**src/rtl/eeprom_data_access_ctrl_regs.vh**
```
`ifndef EEPROM_DATA_ACCESS_CTRL_REGS_VH
`define EEPROM_DATA_ACCESS_CTRL_REGS_VH

// Sector 0 special function register offsets
`define OFS_INDIRECT_PORT_ONE 8'h01
`define OFS_POINTER_ONE_LOW 8'h02
`define OFS_POINTER_ONE_HIGH 8'h03
`define OFS_INDIRECT_PORT_TWO 8'h04
`define OFS_POINTER_TWO_LOW 8'h05
`define OFS_POINTER_TWO_HIGH 8'h06
`define OFS_NV_ADDRESS 8'h10
`define OFS_NV_DATA 8'h11
`define OFS_IRQ_CTRL 8'h12

// Control register lives at this offset of sector 1
`define OFS_NV_CONTROL 8'h40
`define SECTOR_ONE 8'h01
`define SECTOR_ZERO 8'h00

// Control register fields
`define BIT_FETCH_TRIGGER 0
`define BIT_FETCH_PERMIT 1
`define BIT_PROGRAM_TRIGGER 2
`define BIT_PROGRAM_PERMIT 3

// Interrupt control fields
`define BIT_GLOBAL_IRQ_EN 0
`define BIT_PROGRAM_DONE_IRQ_EN 1
`define BIT_PROGRAM_DONE_FLAG 2

// Address field width and store depth
`define NV_ADDR_W 5
`define NV_DEPTH 32

// Reset values
`define RST_NV_CONTROL 4'h0
`define RST_NV_ADDRESS 5'h00
`define RST_NV_DATA 8'h00
`define RST_POINTER 8'h00
`define RST_IRQ_CTRL 3'h0

// Write cycle length in sub-clock ticks
`define NV_WRITE_TICKS 8'h40
`define NV_TICK_W 8

`endif

```
**src/rtl/nv_byte_store.v**
```verilog
`timescale 1ns/1ps
`include "eeprom_data_access_ctrl_regs.vh"

module nv_byte_store (
  input wire mclk,
  input wire ce,
  input wire we,
  input wire [`NV_ADDR_W-1:0] waddr,
  input wire [7:0] wdata,
  input wire re,
  input wire [`NV_ADDR_W-1:0] raddr,
  output reg [7:0] rdata
);

  reg [7:0] mem [0:`NV_DEPTH-1];

  // Storage holds its contents through reset
  always @(posedge mclk) begin
    if (ce) begin
      if (we) begin
        mem[waddr] <= wdata;
      end
      if (re) begin
        rdata <= mem[raddr];
      end
    end
  end

endmodule

```
**src/rtl/nv_write_timer.v**
```verilog
`timescale 1ns/1ps
`include "eeprom_data_access_ctrl_regs.vh"

module nv_write_timer (
  input wire mclk,
  input wire rst_b,
  input wire ce,
  input wire start,
  input wire sub_tick,
  output reg busy,
  output reg done
);

  reg [`NV_TICK_W-1:0] cnt_q;

  // Counts sub-clock ticks, so length in mclk cycles varies
  always @(posedge mclk) begin
    if (!rst_b) begin
      cnt_q <= {`NV_TICK_W{1'b0}};
      busy <= 1'b0;
      done <= 1'b0;
    end else if (ce) begin
      done <= 1'b0;
      if (start && !busy) begin
        busy <= 1'b1;
        cnt_q <= `NV_WRITE_TICKS;
      end else if (busy && sub_tick) begin
        if (cnt_q == {{(`NV_TICK_W-1){1'b0}}, 1'b1}) begin
          busy <= 1'b0;
          done <= 1'b1;
          cnt_q <= {`NV_TICK_W{1'b0}};
        end else begin
          cnt_q <= cnt_q - {{(`NV_TICK_W-1){1'b0}}, 1'b1};
        end
      end
    end
  end

endmodule

```
**src/rtl/eeprom_data_access_ctrl.v**
```verilog
// Functional notes
// RULE1: Store of 32 bytes, one byte per access
// RULE2: Address register five bits, upper bits zero
// RULE3: Software reaches control through pointer and port
// RULE4: Program permit gates every write cycle
// RULE5: Program trigger starts write, clears when done
// RULE6: Program trigger ignored unless permit set earlier
// RULE7: Fetch permit gates every read cycle
// RULE8: Fetch trigger reads byte, then clears itself
// RULE9: Fetch trigger ignored unless permit set earlier
// RULE10: Fetched byte held until next operation
// RULE11: Software never sets both triggers together
// RULE12: Software sets permit, then trigger next cycle
// RULE13: Software masks global interrupt around write start
// RULE14: Write timed by asynchronous internal sub-clock timer; the timer here is clocked by mclk and counts sub_tick
// RULE15: Software ensures sub-clock stable before writing
// RULE16: Software leaves registers alone during write
// RULE17: Reset clears control bits and pointer highs
// RULE18: Write end always sets done flag
// RULE19: Flag, enables, stack room raise vector request
// RULE20: Service clears done flag and global enable
// RULE21: Control upper nibble zero, low nibble resets
// RULE22: Software rewrites address for every read
// RULE23: Software avoids sleep during store cycles
// RULE24: Busy ignores triggers, keeps address data latched
`timescale 1ns/1ps
`include "eeprom_data_access_ctrl_regs.vh"

module eeprom_data_access_ctrl (
  input wire mclk,
  input wire rst_b,
  input wire ce,
  input wire [7:0] sfr_addr,
  input wire sfr_wr,
  input wire sfr_rd,
  input wire [7:0] sfr_wdata,
  output reg [7:0] sfr_rdata,
  input wire sub_tick,
  input wire stack_full,
  input wire irq_ack,
  output wire irq_req,
  output wire global_irq_en,
  output wire busy
);

  localparam ST_IDLE = 4'b0001;
  localparam ST_RD_ISSUE = 4'b0010;
  localparam ST_RD_LOAD = 4'b0100;
  localparam ST_WR_WAIT = 4'b1000;

  reg [3:0] st_q;
  reg [3:0] st_d;
  reg [3:0] ctrl_q;
  reg [3:0] ctrl_d;
  reg [`NV_ADDR_W-1:0] addr_q;
  reg [7:0] data_q;
  reg [7:0] data_d;
  reg [7:0] p1_low_q;
  reg [7:0] p1_high_q;
  reg [7:0] p2_low_q;
  reg [7:0] p2_high_q;
  reg [`NV_ADDR_W-1:0] lat_addr_q;
  reg [7:0] lat_data_q;
  reg [2:0] irq_q;
  reg [2:0] irq_d;
  reg [7:0] tgt_sector;
  reg [7:0] tgt_offset;
  reg tgt_valid;
  reg [7:0] rd_value;
  reg start_rd;
  reg start_wr;
  reg mem_re;
  reg mem_we;
  wire [7:0] mem_rdata;
  wire tmr_done;
  wire acc_ctrl_wr;
  wire acc_addr_wr;
  wire acc_data_wr;
  wire acc_irq_wr;
  wire wr_go;
  wire rd_go;

  // Resolve a direct or indirect access into sector and offset
  always @* begin
    tgt_sector = `SECTOR_ZERO;
    tgt_offset = sfr_addr;
    tgt_valid = 1'b1;
    if (sfr_addr == `OFS_INDIRECT_PORT_ONE) begin
      tgt_sector = p1_high_q;
      tgt_offset = p1_low_q;
    end else if (sfr_addr == `OFS_INDIRECT_PORT_TWO) begin
      tgt_sector = p2_high_q;
      tgt_offset = p2_low_q;
    end
    if ((sfr_addr == `OFS_INDIRECT_PORT_ONE) || (sfr_addr == `OFS_INDIRECT_PORT_TWO)) begin
      if ((tgt_sector == `SECTOR_ZERO) &&
          ((tgt_offset == `OFS_INDIRECT_PORT_ONE) ||
           (tgt_offset == `OFS_INDIRECT_PORT_TWO))) begin
        tgt_valid = 1'b0;
      end
    end
  end

  // RULE3 control reached only in sector one
  assign acc_ctrl_wr = sfr_wr && tgt_valid && (tgt_sector == `SECTOR_ONE) &&
                       (tgt_offset == `OFS_NV_CONTROL);
  assign acc_addr_wr = sfr_wr && tgt_valid && (tgt_sector == `SECTOR_ZERO) &&
                       (tgt_offset == `OFS_NV_ADDRESS);
  assign acc_data_wr = sfr_wr && tgt_valid && (tgt_sector == `SECTOR_ZERO) &&
                       (tgt_offset == `OFS_NV_DATA);
  assign acc_irq_wr = sfr_wr && tgt_valid && (tgt_sector == `SECTOR_ZERO) &&
                      (tgt_offset == `OFS_IRQ_CTRL);

  // RULE4 RULE6 write needs permit already stored
  assign wr_go = acc_ctrl_wr && sfr_wdata[`BIT_PROGRAM_TRIGGER] &&
                 ctrl_q[`BIT_PROGRAM_PERMIT];
  // RULE7 RULE9 read needs permit already stored
  assign rd_go = acc_ctrl_wr && sfr_wdata[`BIT_FETCH_TRIGGER] &&
                 ctrl_q[`BIT_FETCH_PERMIT] && !sfr_wdata[`BIT_PROGRAM_TRIGGER];

  // Sequencer
  always @* begin
    st_d = st_q;
    start_rd = 1'b0;
    start_wr = 1'b0;
    mem_re = 1'b0;
    mem_we = 1'b0;
    case (st_q)
      ST_IDLE: begin
        // RULE24 triggers taken only while idle
        if (wr_go) begin
          start_wr = 1'b1;
          st_d = ST_WR_WAIT;
        end else if (rd_go) begin
          start_rd = 1'b1;
          st_d = ST_RD_ISSUE;
        end
      end
      ST_RD_ISSUE: begin
        mem_re = 1'b1;
        st_d = ST_RD_LOAD;
      end
      ST_RD_LOAD: begin
        st_d = ST_IDLE;
      end
      ST_WR_WAIT: begin
        // RULE14 end set by sub-clock timer
        if (tmr_done) begin
          mem_we = 1'b1;
          st_d = ST_IDLE;
        end
      end
      default: begin
        st_d = ST_IDLE;
      end
    endcase
  end

  // Control register next value
  always @* begin
    ctrl_d = ctrl_q;
    if (acc_ctrl_wr) begin
      ctrl_d[`BIT_PROGRAM_PERMIT] = sfr_wdata[`BIT_PROGRAM_PERMIT];
      ctrl_d[`BIT_FETCH_PERMIT] = sfr_wdata[`BIT_FETCH_PERMIT];
    end
    // RULE5 program trigger held as busy
    if (start_wr) begin
      ctrl_d[`BIT_PROGRAM_TRIGGER] = 1'b1;
    end
    // RULE8 fetch trigger held during read
    if (start_rd) begin
      ctrl_d[`BIT_FETCH_TRIGGER] = 1'b1;
    end
    // RULE5 self clear at write end
    if ((st_q == ST_WR_WAIT) && tmr_done) begin
      ctrl_d[`BIT_PROGRAM_TRIGGER] = 1'b0;
    end
    // RULE8 self clear at read end
    if (st_q == ST_RD_LOAD) begin
      ctrl_d[`BIT_FETCH_TRIGGER] = 1'b0;
    end
  end

  // Data register next value
  always @* begin
    data_d = data_q;
    if (acc_data_wr) begin
      data_d = sfr_wdata;
    end
    // RULE8 RULE10 fetched byte loaded once, then held
    if (st_q == ST_RD_LOAD) begin
      data_d = mem_rdata;
    end
  end

  // Interrupt control next value
  always @* begin
    irq_d = irq_q;
    if (acc_irq_wr) begin
      irq_d = sfr_wdata[2:0];
    end
    // RULE20 service clears flag and global enable
    if (irq_ack) begin
      irq_d[`BIT_PROGRAM_DONE_FLAG] = 1'b0;
      irq_d[`BIT_GLOBAL_IRQ_EN] = 1'b0;
    end
    // RULE18 done flag set wins over clear
    if ((st_q == ST_WR_WAIT) && tmr_done) begin
      irq_d[`BIT_PROGRAM_DONE_FLAG] = 1'b1;
    end
  end

  // Register file and state
  always @(posedge mclk) begin
    if (!rst_b) begin
      st_q <= ST_IDLE;
      // RULE17 RULE21 control and pointers cleared
      ctrl_q <= `RST_NV_CONTROL;
      p1_high_q <= `RST_POINTER;
      p2_high_q <= `RST_POINTER;
      p1_low_q <= `RST_POINTER;
      p2_low_q <= `RST_POINTER;
      addr_q <= `RST_NV_ADDRESS;
      data_q <= `RST_NV_DATA;
      lat_addr_q <= `RST_NV_ADDRESS;
      lat_data_q <= `RST_NV_DATA;
      irq_q <= `RST_IRQ_CTRL;
    end else if (ce) begin
      st_q <= st_d;
      ctrl_q <= ctrl_d;
      data_q <= data_d;
      irq_q <= irq_d;
      // RULE2 only five address bits kept
      if (acc_addr_wr) begin
        addr_q <= sfr_wdata[`NV_ADDR_W-1:0];
      end
      if (sfr_wr && (sfr_addr == `OFS_POINTER_ONE_LOW)) begin
        p1_low_q <= sfr_wdata;
      end
      if (sfr_wr && (sfr_addr == `OFS_POINTER_ONE_HIGH)) begin
        p1_high_q <= sfr_wdata;
      end
      if (sfr_wr && (sfr_addr == `OFS_POINTER_TWO_LOW)) begin
        p2_low_q <= sfr_wdata;
      end
      if (sfr_wr && (sfr_addr == `OFS_POINTER_TWO_HIGH)) begin
        p2_high_q <= sfr_wdata;
      end
      // RULE24 address and data latched at start
      if (start_wr || start_rd) begin
        lat_addr_q <= acc_addr_wr ? sfr_wdata[`NV_ADDR_W-1:0] : addr_q;
        lat_data_q <= acc_data_wr ? sfr_wdata : data_q;
      end
    end
  end

  // Read multiplexer
  always @* begin
    rd_value = 8'h00;
    if (tgt_valid) begin
      if (tgt_sector == `SECTOR_ONE) begin
        // RULE21 upper nibble reads zero
        if (tgt_offset == `OFS_NV_CONTROL) begin
          rd_value = {4'h0, ctrl_q};
        end
      end else if (tgt_sector == `SECTOR_ZERO) begin
        case (tgt_offset)
          `OFS_POINTER_ONE_LOW: begin
            rd_value = p1_low_q;
          end
          `OFS_POINTER_ONE_HIGH: begin
            rd_value = p1_high_q;
          end
          `OFS_POINTER_TWO_LOW: begin
            rd_value = p2_low_q;
          end
          `OFS_POINTER_TWO_HIGH: begin
            rd_value = p2_high_q;
          end
          // RULE2 upper address bits read zero
          `OFS_NV_ADDRESS: begin
            rd_value = {3'h0, addr_q};
          end
          `OFS_NV_DATA: begin
            rd_value = data_q;
          end
          `OFS_IRQ_CTRL: begin
            rd_value = {5'h00, irq_q};
          end
          default: begin
            rd_value = 8'h00;
          end
        endcase
      end
    end
  end

  // Read data registered one cycle after the strobe
  always @(posedge mclk) begin
    if (!rst_b) begin
      sfr_rdata <= 8'h00;
    end else if (ce) begin
      if (sfr_rd) begin
        sfr_rdata <= rd_value;
      end
    end
  end

  // RULE19 vector request when flag and enables set and stack not full
  assign irq_req = irq_q[`BIT_PROGRAM_DONE_FLAG] && irq_q[`BIT_PROGRAM_DONE_IRQ_EN] &&
                   irq_q[`BIT_GLOBAL_IRQ_EN] && !stack_full;
  assign global_irq_en = irq_q[`BIT_GLOBAL_IRQ_EN];
  assign busy = !st_q[0];

  // RULE14 write timer, clocked by mclk, counts sub_tick pulses
  nv_write_timer u_timer (
    .mclk(mclk),
    .rst_b(rst_b),
    .ce(ce),
    .start(start_wr),
    .sub_tick(sub_tick),
    .busy(),
    .done(tmr_done)
  );

  // RULE1 single byte store access
  nv_byte_store u_store (
    .mclk(mclk),
    .ce(ce),
    .we(mem_we),
    .waddr(lat_addr_q),
    .wdata(lat_data_q),
    .re(mem_re),
    .raddr(lat_addr_q),
    .rdata(mem_rdata)
  );

endmodule

```
**config.mk**
```make
export PLATFORM = sky130hd
export DESIGN_NAME = eeprom_data_access_ctrl
export DESIGN_NICKNAME = d
export VERILOG_FILES = /design/src/rtl/nv_byte_store.v /design/src/rtl/nv_write_timer.v /design/src/rtl/eeprom_data_access_ctrl.v
export VERILOG_INCLUDE_DIRS = /design/src /design/src/rtl
export SDC_FILE = /design/constraint.sdc
export NUM_CORES = 1
export LEC_CHECK = 0
export BUFFER_PORTS_ARGS = -buffer_cell sky130_fd_sc_hd__buf_2
export CAP_MARGIN = 20
export CORE_ASPECT_RATIO = 1.4
export CORE_UTILIZATION = 35
export CTS_BUF_LIST = sky130_fd_sc_hd__clkbuf_8 sky130_fd_sc_hd__clkbuf_16
export DETAILED_ROUTE_END_ITERATION = 10
export PLACE_DENSITY = 0.52
export SKIP_CTS_REPAIR_TIMING = 1
export SYNTH_ARGS = -nofsm -noshare
export SYNTH_HDL_FRONTEND = slang
export SYNTH_SLANG_ARGS = --single-unit
```
**constraint.sdc**
```tcl
create_clock -name mclk -period 3.4 [get_ports mclk]
set_clock_uncertainty 0.15 [all_clocks]
set_input_delay 0.17 -clock mclk [delete_from_list [all_inputs] [get_ports mclk]]
set_output_delay 0.17 -clock mclk [all_outputs]
set_load 0.05 [all_outputs]
```
==> flow_metrics.env, run 1 <==
export IMPL_synth_mux_area_share_pct=12.9
export IMPL_fmax_mhz=343
export IMPL_worst_pin_slew_ns=0.993
export IMPL_synth_top_family_by_area="multiplexers"
export IMPL_synth_compound_area_share_pct=8.93
export IMPL_rr_startpoint="p2_low_q[3]"
export IMPL_min_period_over_period_pct=85.7
export IMPL_max_slew_margin_rel_pct=33.7
export IMPL_post_route_min_period_ns=2.92
export IMPL_yosysWarnings=0
export IMPL_ys_flop_type="edfxtp_1"
export IMPL_r2r_slack_ns=0.48
export IMPL_clock_latency_ns=0.53
export IMPL_synth_area_leader_cell="edfxtp_1"
export IMPL_post_synth_inst_count=1025
export IMPL_num_io_pins=35
export IMPL_setup_violations=0
export IMPL_cts_tree="built"
export IMPL_hold_viol=0
export IMPL_final_cell_area_sq_um=17200
export IMPL_status="finished, final reports clean"
export IMPL_via_count=9121
export IMPL_drtPass1Iterations=5
export IMPL_grt_max_degree=54
export IMPL_wirelength_microns=39200
export IMPL_cts_buffers=37
export IMPL_num_rows=88
export IMPL_wire_per_inst_microns=23.2
export IMPL_multi_input_area_sq_um=4750
export IMPL_clockBufferDepth=3
export IMPL_antennaDiodeCount=0
export IMPL_cts_sinks=351
export IMPL_power_total_uw=8530
export IMPL_drc=0
export IMPL_synthesis_nets=1051
export IMPL_cp_data_arrival_time_ns=3.21
export IMPL_worstHoldPathCells=5
export IMPL_dieHeight_microns=245
export IMPL_synthesis_area_sq_um=14800
export IMPL_dpl_cell_area_sq_um=15900
export IMPL_ys_ff_latch=351
export IMPL_register_area_sq_um=9670
export IMPL_grt_pass1_vias=9374
export IMPL_yosysMostFrequentCell="edfxtp_1"
export IMPL_synthArstFlopShare_pct=0
export IMPL_yosysSeqAreaShare_pct=65.5
export IMPL_portBuffers=34
export IMPL_coreArea_sq_um=41400
export IMPL_drt_initial_drc_count=665
export IMPL_grt_overflow=0
export IMPL_crit_path_end_kind="flip-flop"
export IMPL_htreeDepth=2
export IMPL_rsz0062_at_grt="no"
export IMPL_synth_xor_area_share_pct=0.178
export IMPL_vias_per_cell=5.41
export IMPL_area_delta_synth_final_pct=16.4
export IMPL_holdCritPathClass="in -> reg"
export IMPL_maxCapViolCount=0
export IMPL_crit_type="reg -> reg"
export IMPL_synth_fa_ha_area_share_pct=0.170
export IMPL_powerDensity_nw_per_um2=497
export IMPL_drive_above_1_share_pct=21.1
export IMPL_grt_first_pass_wirelength_microns=59600
export IMPL_crit_fanout=10
export IMPL_r2r_end="irq_q[2]"
export IMPL_yosys_top_cells_area="edfxtp_1 54%, dfxtp_1 12%, mux4_2 9.8%"
export IMPL_track_usage_pct=18.5
export IMPL_startpoint="p2_low_q[3]"
export IMPL_worstPathRequired_ns=3.69
export IMPL_cts_root_buffer="clkbuf_16"
export IMPL_final_core_utilization_pct=41.5
export IMPL_synth_edf_count=264
export IMPL_drv_slew=0
export IMPL_die_area_sq_um=43000
export IMPL_whs_ns=0.0369
export IMPL_netlist_area_leader_share_pct=53.7
export IMPL_cp_endpoint="irq_q[2]"
export IMPL_avgSynthCellArea_sq_um=14.4
export IMPL_gp_congestion=0.918
export IMPL_final_nets=1146
export IMPL_peakVddDrop_mv=0.281
export IMPL_startpoint_type="flip-flop"
export IMPL_fp_dieW_microns=176
export IMPL_path_clk_slew_ns=0.06
export IMPL_leakagePower_uw=0.00632
export IMPL_initial_utilization_pct=35.6
export IMPL_synthTopCellsByCount="264 x edfxtp_1, 119 x nor2_1, 87 x dfxtp_1"
export IMPL_synthDistinctLibCells=78
export IMPL_dp_hpwl_microns=26600
export IMPL_ant_nets=0
export IMPL_r2r_cells=8
export IMPL_yosys_area_share_simple_pct=10.1
export IMPL_fillers=3847
export IMPL_antenna_found_initial=0
export IMPL_tns_ns=0
-- worst max-delay path, stage by stage (launching register included) --
cell and delay, ns:
dfxtp_1 0.35, nor3_1 0.47, o22ai_1 0.19, a31oi_1 0.27
buf_4 0.21, nand3_1 0.22, nor4_2 0.64, nand4_1 0.17
a31oi_1 0.18
-- state kept, by name, indices dropped and copies added (netlist names) --
register,count
u_store.mem,256
data_q,8
lat_data_q,8
p1_high_q,8
p1_low_q,8
p2_high_q,8
p2_low_q,8
sfr_rdata,8
u_store.rdata,8
u_timer.cnt_q,8
addr_q,5
lat_addr_q,5
ctrl_q,4
st_q,4
irq_q,3
u_timer.busy,1
u_timer.done,1
-- stage by stage --
stage	setup slack (ns)	instances
final	0.485	1685
after global routing	0.331	1685
after CTS	0.538	1673
after detailed placement	0.486	1609
after global placement	0.467	1608
after floorplan	0.691	1025
-- layout make-up --
| class | count | area share, % |
|---|---|---|
| flip-flops and latches | 351 | 56.3 |
| repair buffers | 115 | 5.00 |
| clock inverters | 25 | 1.04 |
| well taps | 540 | 3.94 |
| multi-input cells | 595 | 27.7 |
| clock buffers | 39 | 5.55 |
| inverters | 20 | 0.437 |
-- layer usage --
| metal | GRT usage, % | wire length, microns |
|---|---|---|
| met2 | 33.9 | 20700 |
| met1 | 21.5 | 15500 |
| met5 | 0 | 0 |
| met3 | 2.71 | 1460 |
| met4 | 7.52 | 1510 |
-- cells in the final DEF (no fill, tap or decap), types with 3 or more instances in the layout --
| master | synthesis | final |
|---|---|---|
| nand3b_1 | 7 | 7 |
| o2bb2ai_1 | 3 | 3 |
| o31ai_1 | 8 | 8 |
| or3_1 | 6 | 6 |
| a211oi_1 | 4 | 4 |
| mux4_2 | 64 | 64 |
| inv_1 | 19 | 27 |
| clkinv_1 | 0 | 5 |
| nor2b_1 | 3 | 3 |
| o211ai_1 | 4 | 4 |
| nor3_1 | 24 | 24 |
| buf_4 | 0 | 65 |
| o32ai_1 | 4 | 4 |
| nand3_1 | 19 | 19 |
| a221oi_1 | 4 | 4 |
| and3_1 | 12 | 12 |
| o21ai_0 | 23 | 23 |
| a21oi_1 | 43 | 43 |
| edfxtp_1 | 264 | 264 |
| o21ai_1 | 12 | 12 |
| a41oi_1 | 3 | 3 |
| nand2_1 | 39 | 39 |
| buf_12 | 0 | 3 |
| inv_6 | 0 | 3 |
| mux2i_1 | 46 | 46 |
| a22oi_1 | 36 | 36 |
| clkinv_2 | 0 | 4 |
| o22ai_1 | 5 | 5 |
| a31oi_1 | 7 | 7 |
| nor4_1 | 9 | 9 |
| clkbuf_16 | 0 | 37 |
| buf_2 | 6 | 34 |
| and2_1 | 8 | 8 |
| nor2_1 | 119 | 119 |
| nand4_1 | 24 | 24 |
| dlygate4sd3_1 | 0 | 11 |
| o221a_1 | 8 | 8 |
| dfxtp_1 | 87 | 85 |
-- how the worst min path moves through the flow --
stage | end | startpoint | slack [ns]
floorplan | p1_low_q[4] | sfr_wdata[4] | 0.16
detailed placement | sfr_rdata[4] | sfr_rdata[4] | 0.31
global route | irq_q[0] | sfr_wr | 0.06
finish | irq_q[0] | sfr_wr | 0.04
global placement | sfr_rdata[4] | sfr_rdata[4] | 0.31
CTS | irq_q[0] | irq_ack | -0.17
-- power breakdown --
part           switching, uW  total (uW)  internal, uW
combinational            115         167          51.9
clock                   1640        3820          2180
sequential             0.471        4540          4540
-- kinds of logic (layout without fill, tap and decap cells) --
logic type | count (synthesis) | count (layout)
buffers and inverters | 79 | 199
flip-flops | 351 | 351
AO/OA/AOI/OAI | 186 | 186
adder cells (fa/ha/maj) | 2 | 2
XOR/XNOR | 3 | 3
multiplexers | 110 | 110
AND/OR/NAND/NOR | 294 | 294
No activity file was read; power rests on OpenSTA's default activity.
==> run 2: changes to the inputs <==
--- a/config.mk
+++ b/config.mk
@@ -10,7 +10,6 @@
 export CAP_MARGIN = 20
 export CORE_ASPECT_RATIO = 1.4
 export CORE_UTILIZATION = 35
-export CTS_BUF_LIST = sky130_fd_sc_hd__clkbuf_8 sky130_fd_sc_hd__clkbuf_16
 export DETAILED_ROUTE_END_ITERATION = 10
 export PLACE_DENSITY = 0.52
 export SKIP_CTS_REPAIR_TIMING = 1
==> flow_metrics.env, run 2 (synthesis gave the netlist of run 1 again) <==
export IMPL_crit_type="reg -> reg"
export IMPL_status="finished, final reports clean"
export IMPL_crit_path_end_kind="flip-flop"
export IMPL_cts_buffers=37
export IMPL_gp_congestion=0.918
export IMPL_drive_above_1_share_pct=21.2
export IMPL_largest_reg_flops=256
export IMPL_grt_pass1_vias=9371
export IMPL_cts_root_buffer="clkbuf_16"
export IMPL_vias_per_cell=5.40
export IMPL_clock_latency_ns=0.53
export IMPL_final_common_cell="edfxtp_1"
export IMPL_dieHeight_microns=245
export IMPL_initial_utilization_pct=35.6
export IMPL_final_nets=1146
export IMPL_crit_fanout=10
export IMPL_cts_sinks=351
export IMPL_dp_hpwl_microns=26600
export IMPL_via_count=9092
export IMPL_grt_first_pass_wirelength_microns=59600
export IMPL_drt_initial_drc_count=717
export IMPL_worstPathRequired_ns=3.70
export IMPL_max_slew_margin_rel_pct=32.7
export IMPL_drv_slew=0
export IMPL_num_io_pins=35
export IMPL_drtPass1Iterations=5
export IMPL_setup_violations=0
export IMPL_final_core_utilization_pct=41.5
export IMPL_min_period_over_period_pct=85.8
export IMPL_maxCapViolCount=0
export IMPL_worst_pin_slew_ns=1.01
export IMPL_wirelength_microns=39200
export IMPL_post_route_min_period_ns=2.92
export IMPL_area_delta_synth_final_pct=16.4
export IMPL_grt_max_degree=54
export IMPL_portBuffers=34
export IMPL_r2r_cells=8
export IMPL_htreeDepth=2
export IMPL_top_register="u_store.mem"
export IMPL_leakagePower_uw=0.00629
export IMPL_track_usage_pct=18.5
export IMPL_cts_tree="built"
export IMPL_wire_per_inst_microns=23.2
export IMPL_die_area_sq_um=43000
export IMPL_multi_input_area_sq_um=4750
export IMPL_hold_viol=0
export IMPL_powerDensity_nw_per_um2=499
export IMPL_peakVddDrop_mv=0.281
export IMPL_grt_overflow=0
export IMPL_fp_dieW_microns=176
export IMPL_worstHoldPathCells=5
export IMPL_cp_data_arrival_time_ns=3.21
export IMPL_tns_ns=0
export IMPL_final_cell_mix="264 x edfxtp_1, 119 x nor2_1, 85 x dfxtp_1"
export IMPL_path_clk_slew_ns=0.06
export IMPL_antennaDiodeCount=0
export IMPL_fillers=3846
export IMPL_drc=0
export IMPL_ant_nets=0
export IMPL_rsz0062_at_grt="no"
export IMPL_antenna_found_initial=0
export IMPL_clockBufferDepth=3
export IMPL_register_area_sq_um=9670
export IMPL_holdCritPathClass="in -> reg"
export IMPL_coreArea_sq_um=41400
export IMPL_num_rows=88
export IMPL_fmax_mhz=343
export IMPL_startpoint_type="flip-flop"
[run 2: cell types whose count changed in the layout (fill, tap and decap cells not counted), sizes merged]
cell    change
clkbuf      +8
inv         -8
[run 2: final cells by class]
type	count	share of cell area (%)
clock buffer	47	5.73
clock inverter	17	0.867
inverter	20	0.437
multi-input combinational	595	27.7
sequential	351	56.3
tap	540	3.94
timing repair buffer	115	5.00
[run 2: routing by layer]
layer	wire [microns]	GRT usage (%)
met1	15500	21.5
met2	20600	33.9
met3	1430	2.71
met4	1550	7.52
met5	0	0
[run 2: final timing paths]
kind,start,endpoint,slack (ns)
setup / recovery,p2_low_q[3],irq_q[2],0.48
hold / removal,sfr_wr,irq_q[0],0.03
setup reg to reg,p2_low_q[3],irq_q[2],0.48
hold reg to reg,sfr_rdata[4],sfr_rdata[4],0.31
[run 2: metrics by stage]
step / area, sq um / power, uW / cells / hold WS (ns) / setup slack (ns)
detailed placement: 15900 / 4790 / 1609 / 0.311 / 0.486
global route: 17200 / 8860 / 1685 / 0.0638 / 0.331
finish: 17200 / 8560 / 1685 / 0.0343 / 0.484
CTS: 17000 / 8660 / 1673 / -0.173 / 0.538
global placement: 15900 / 4790 / 1608 / 0.307 / 0.467
floorplan: 14800 / 4730 / 1025 / 0.164 / 0.691
[run 2: power by group]
| part | leakage [uW] | internal [uW] | switching (uW) |
|---|---|---|---|
| registers | 0.00374 | 4540 | 0.473 |
| logic | 0.00200 | 51.9 | 115 |
| clock network | 0.000553 | 2210 | 1640 |
[run 2: worst max-delay path, cell delays in order (launching register included)]
cell     delay [ns]
dfxtp_1        0.34
nor3_1         0.48
o22ai_1        0.19
a31oi_1        0.27
buf_4          0.21
nand3_1        0.21
nor4_2         0.64
nand4_1        0.17
a31oi_1        0.18
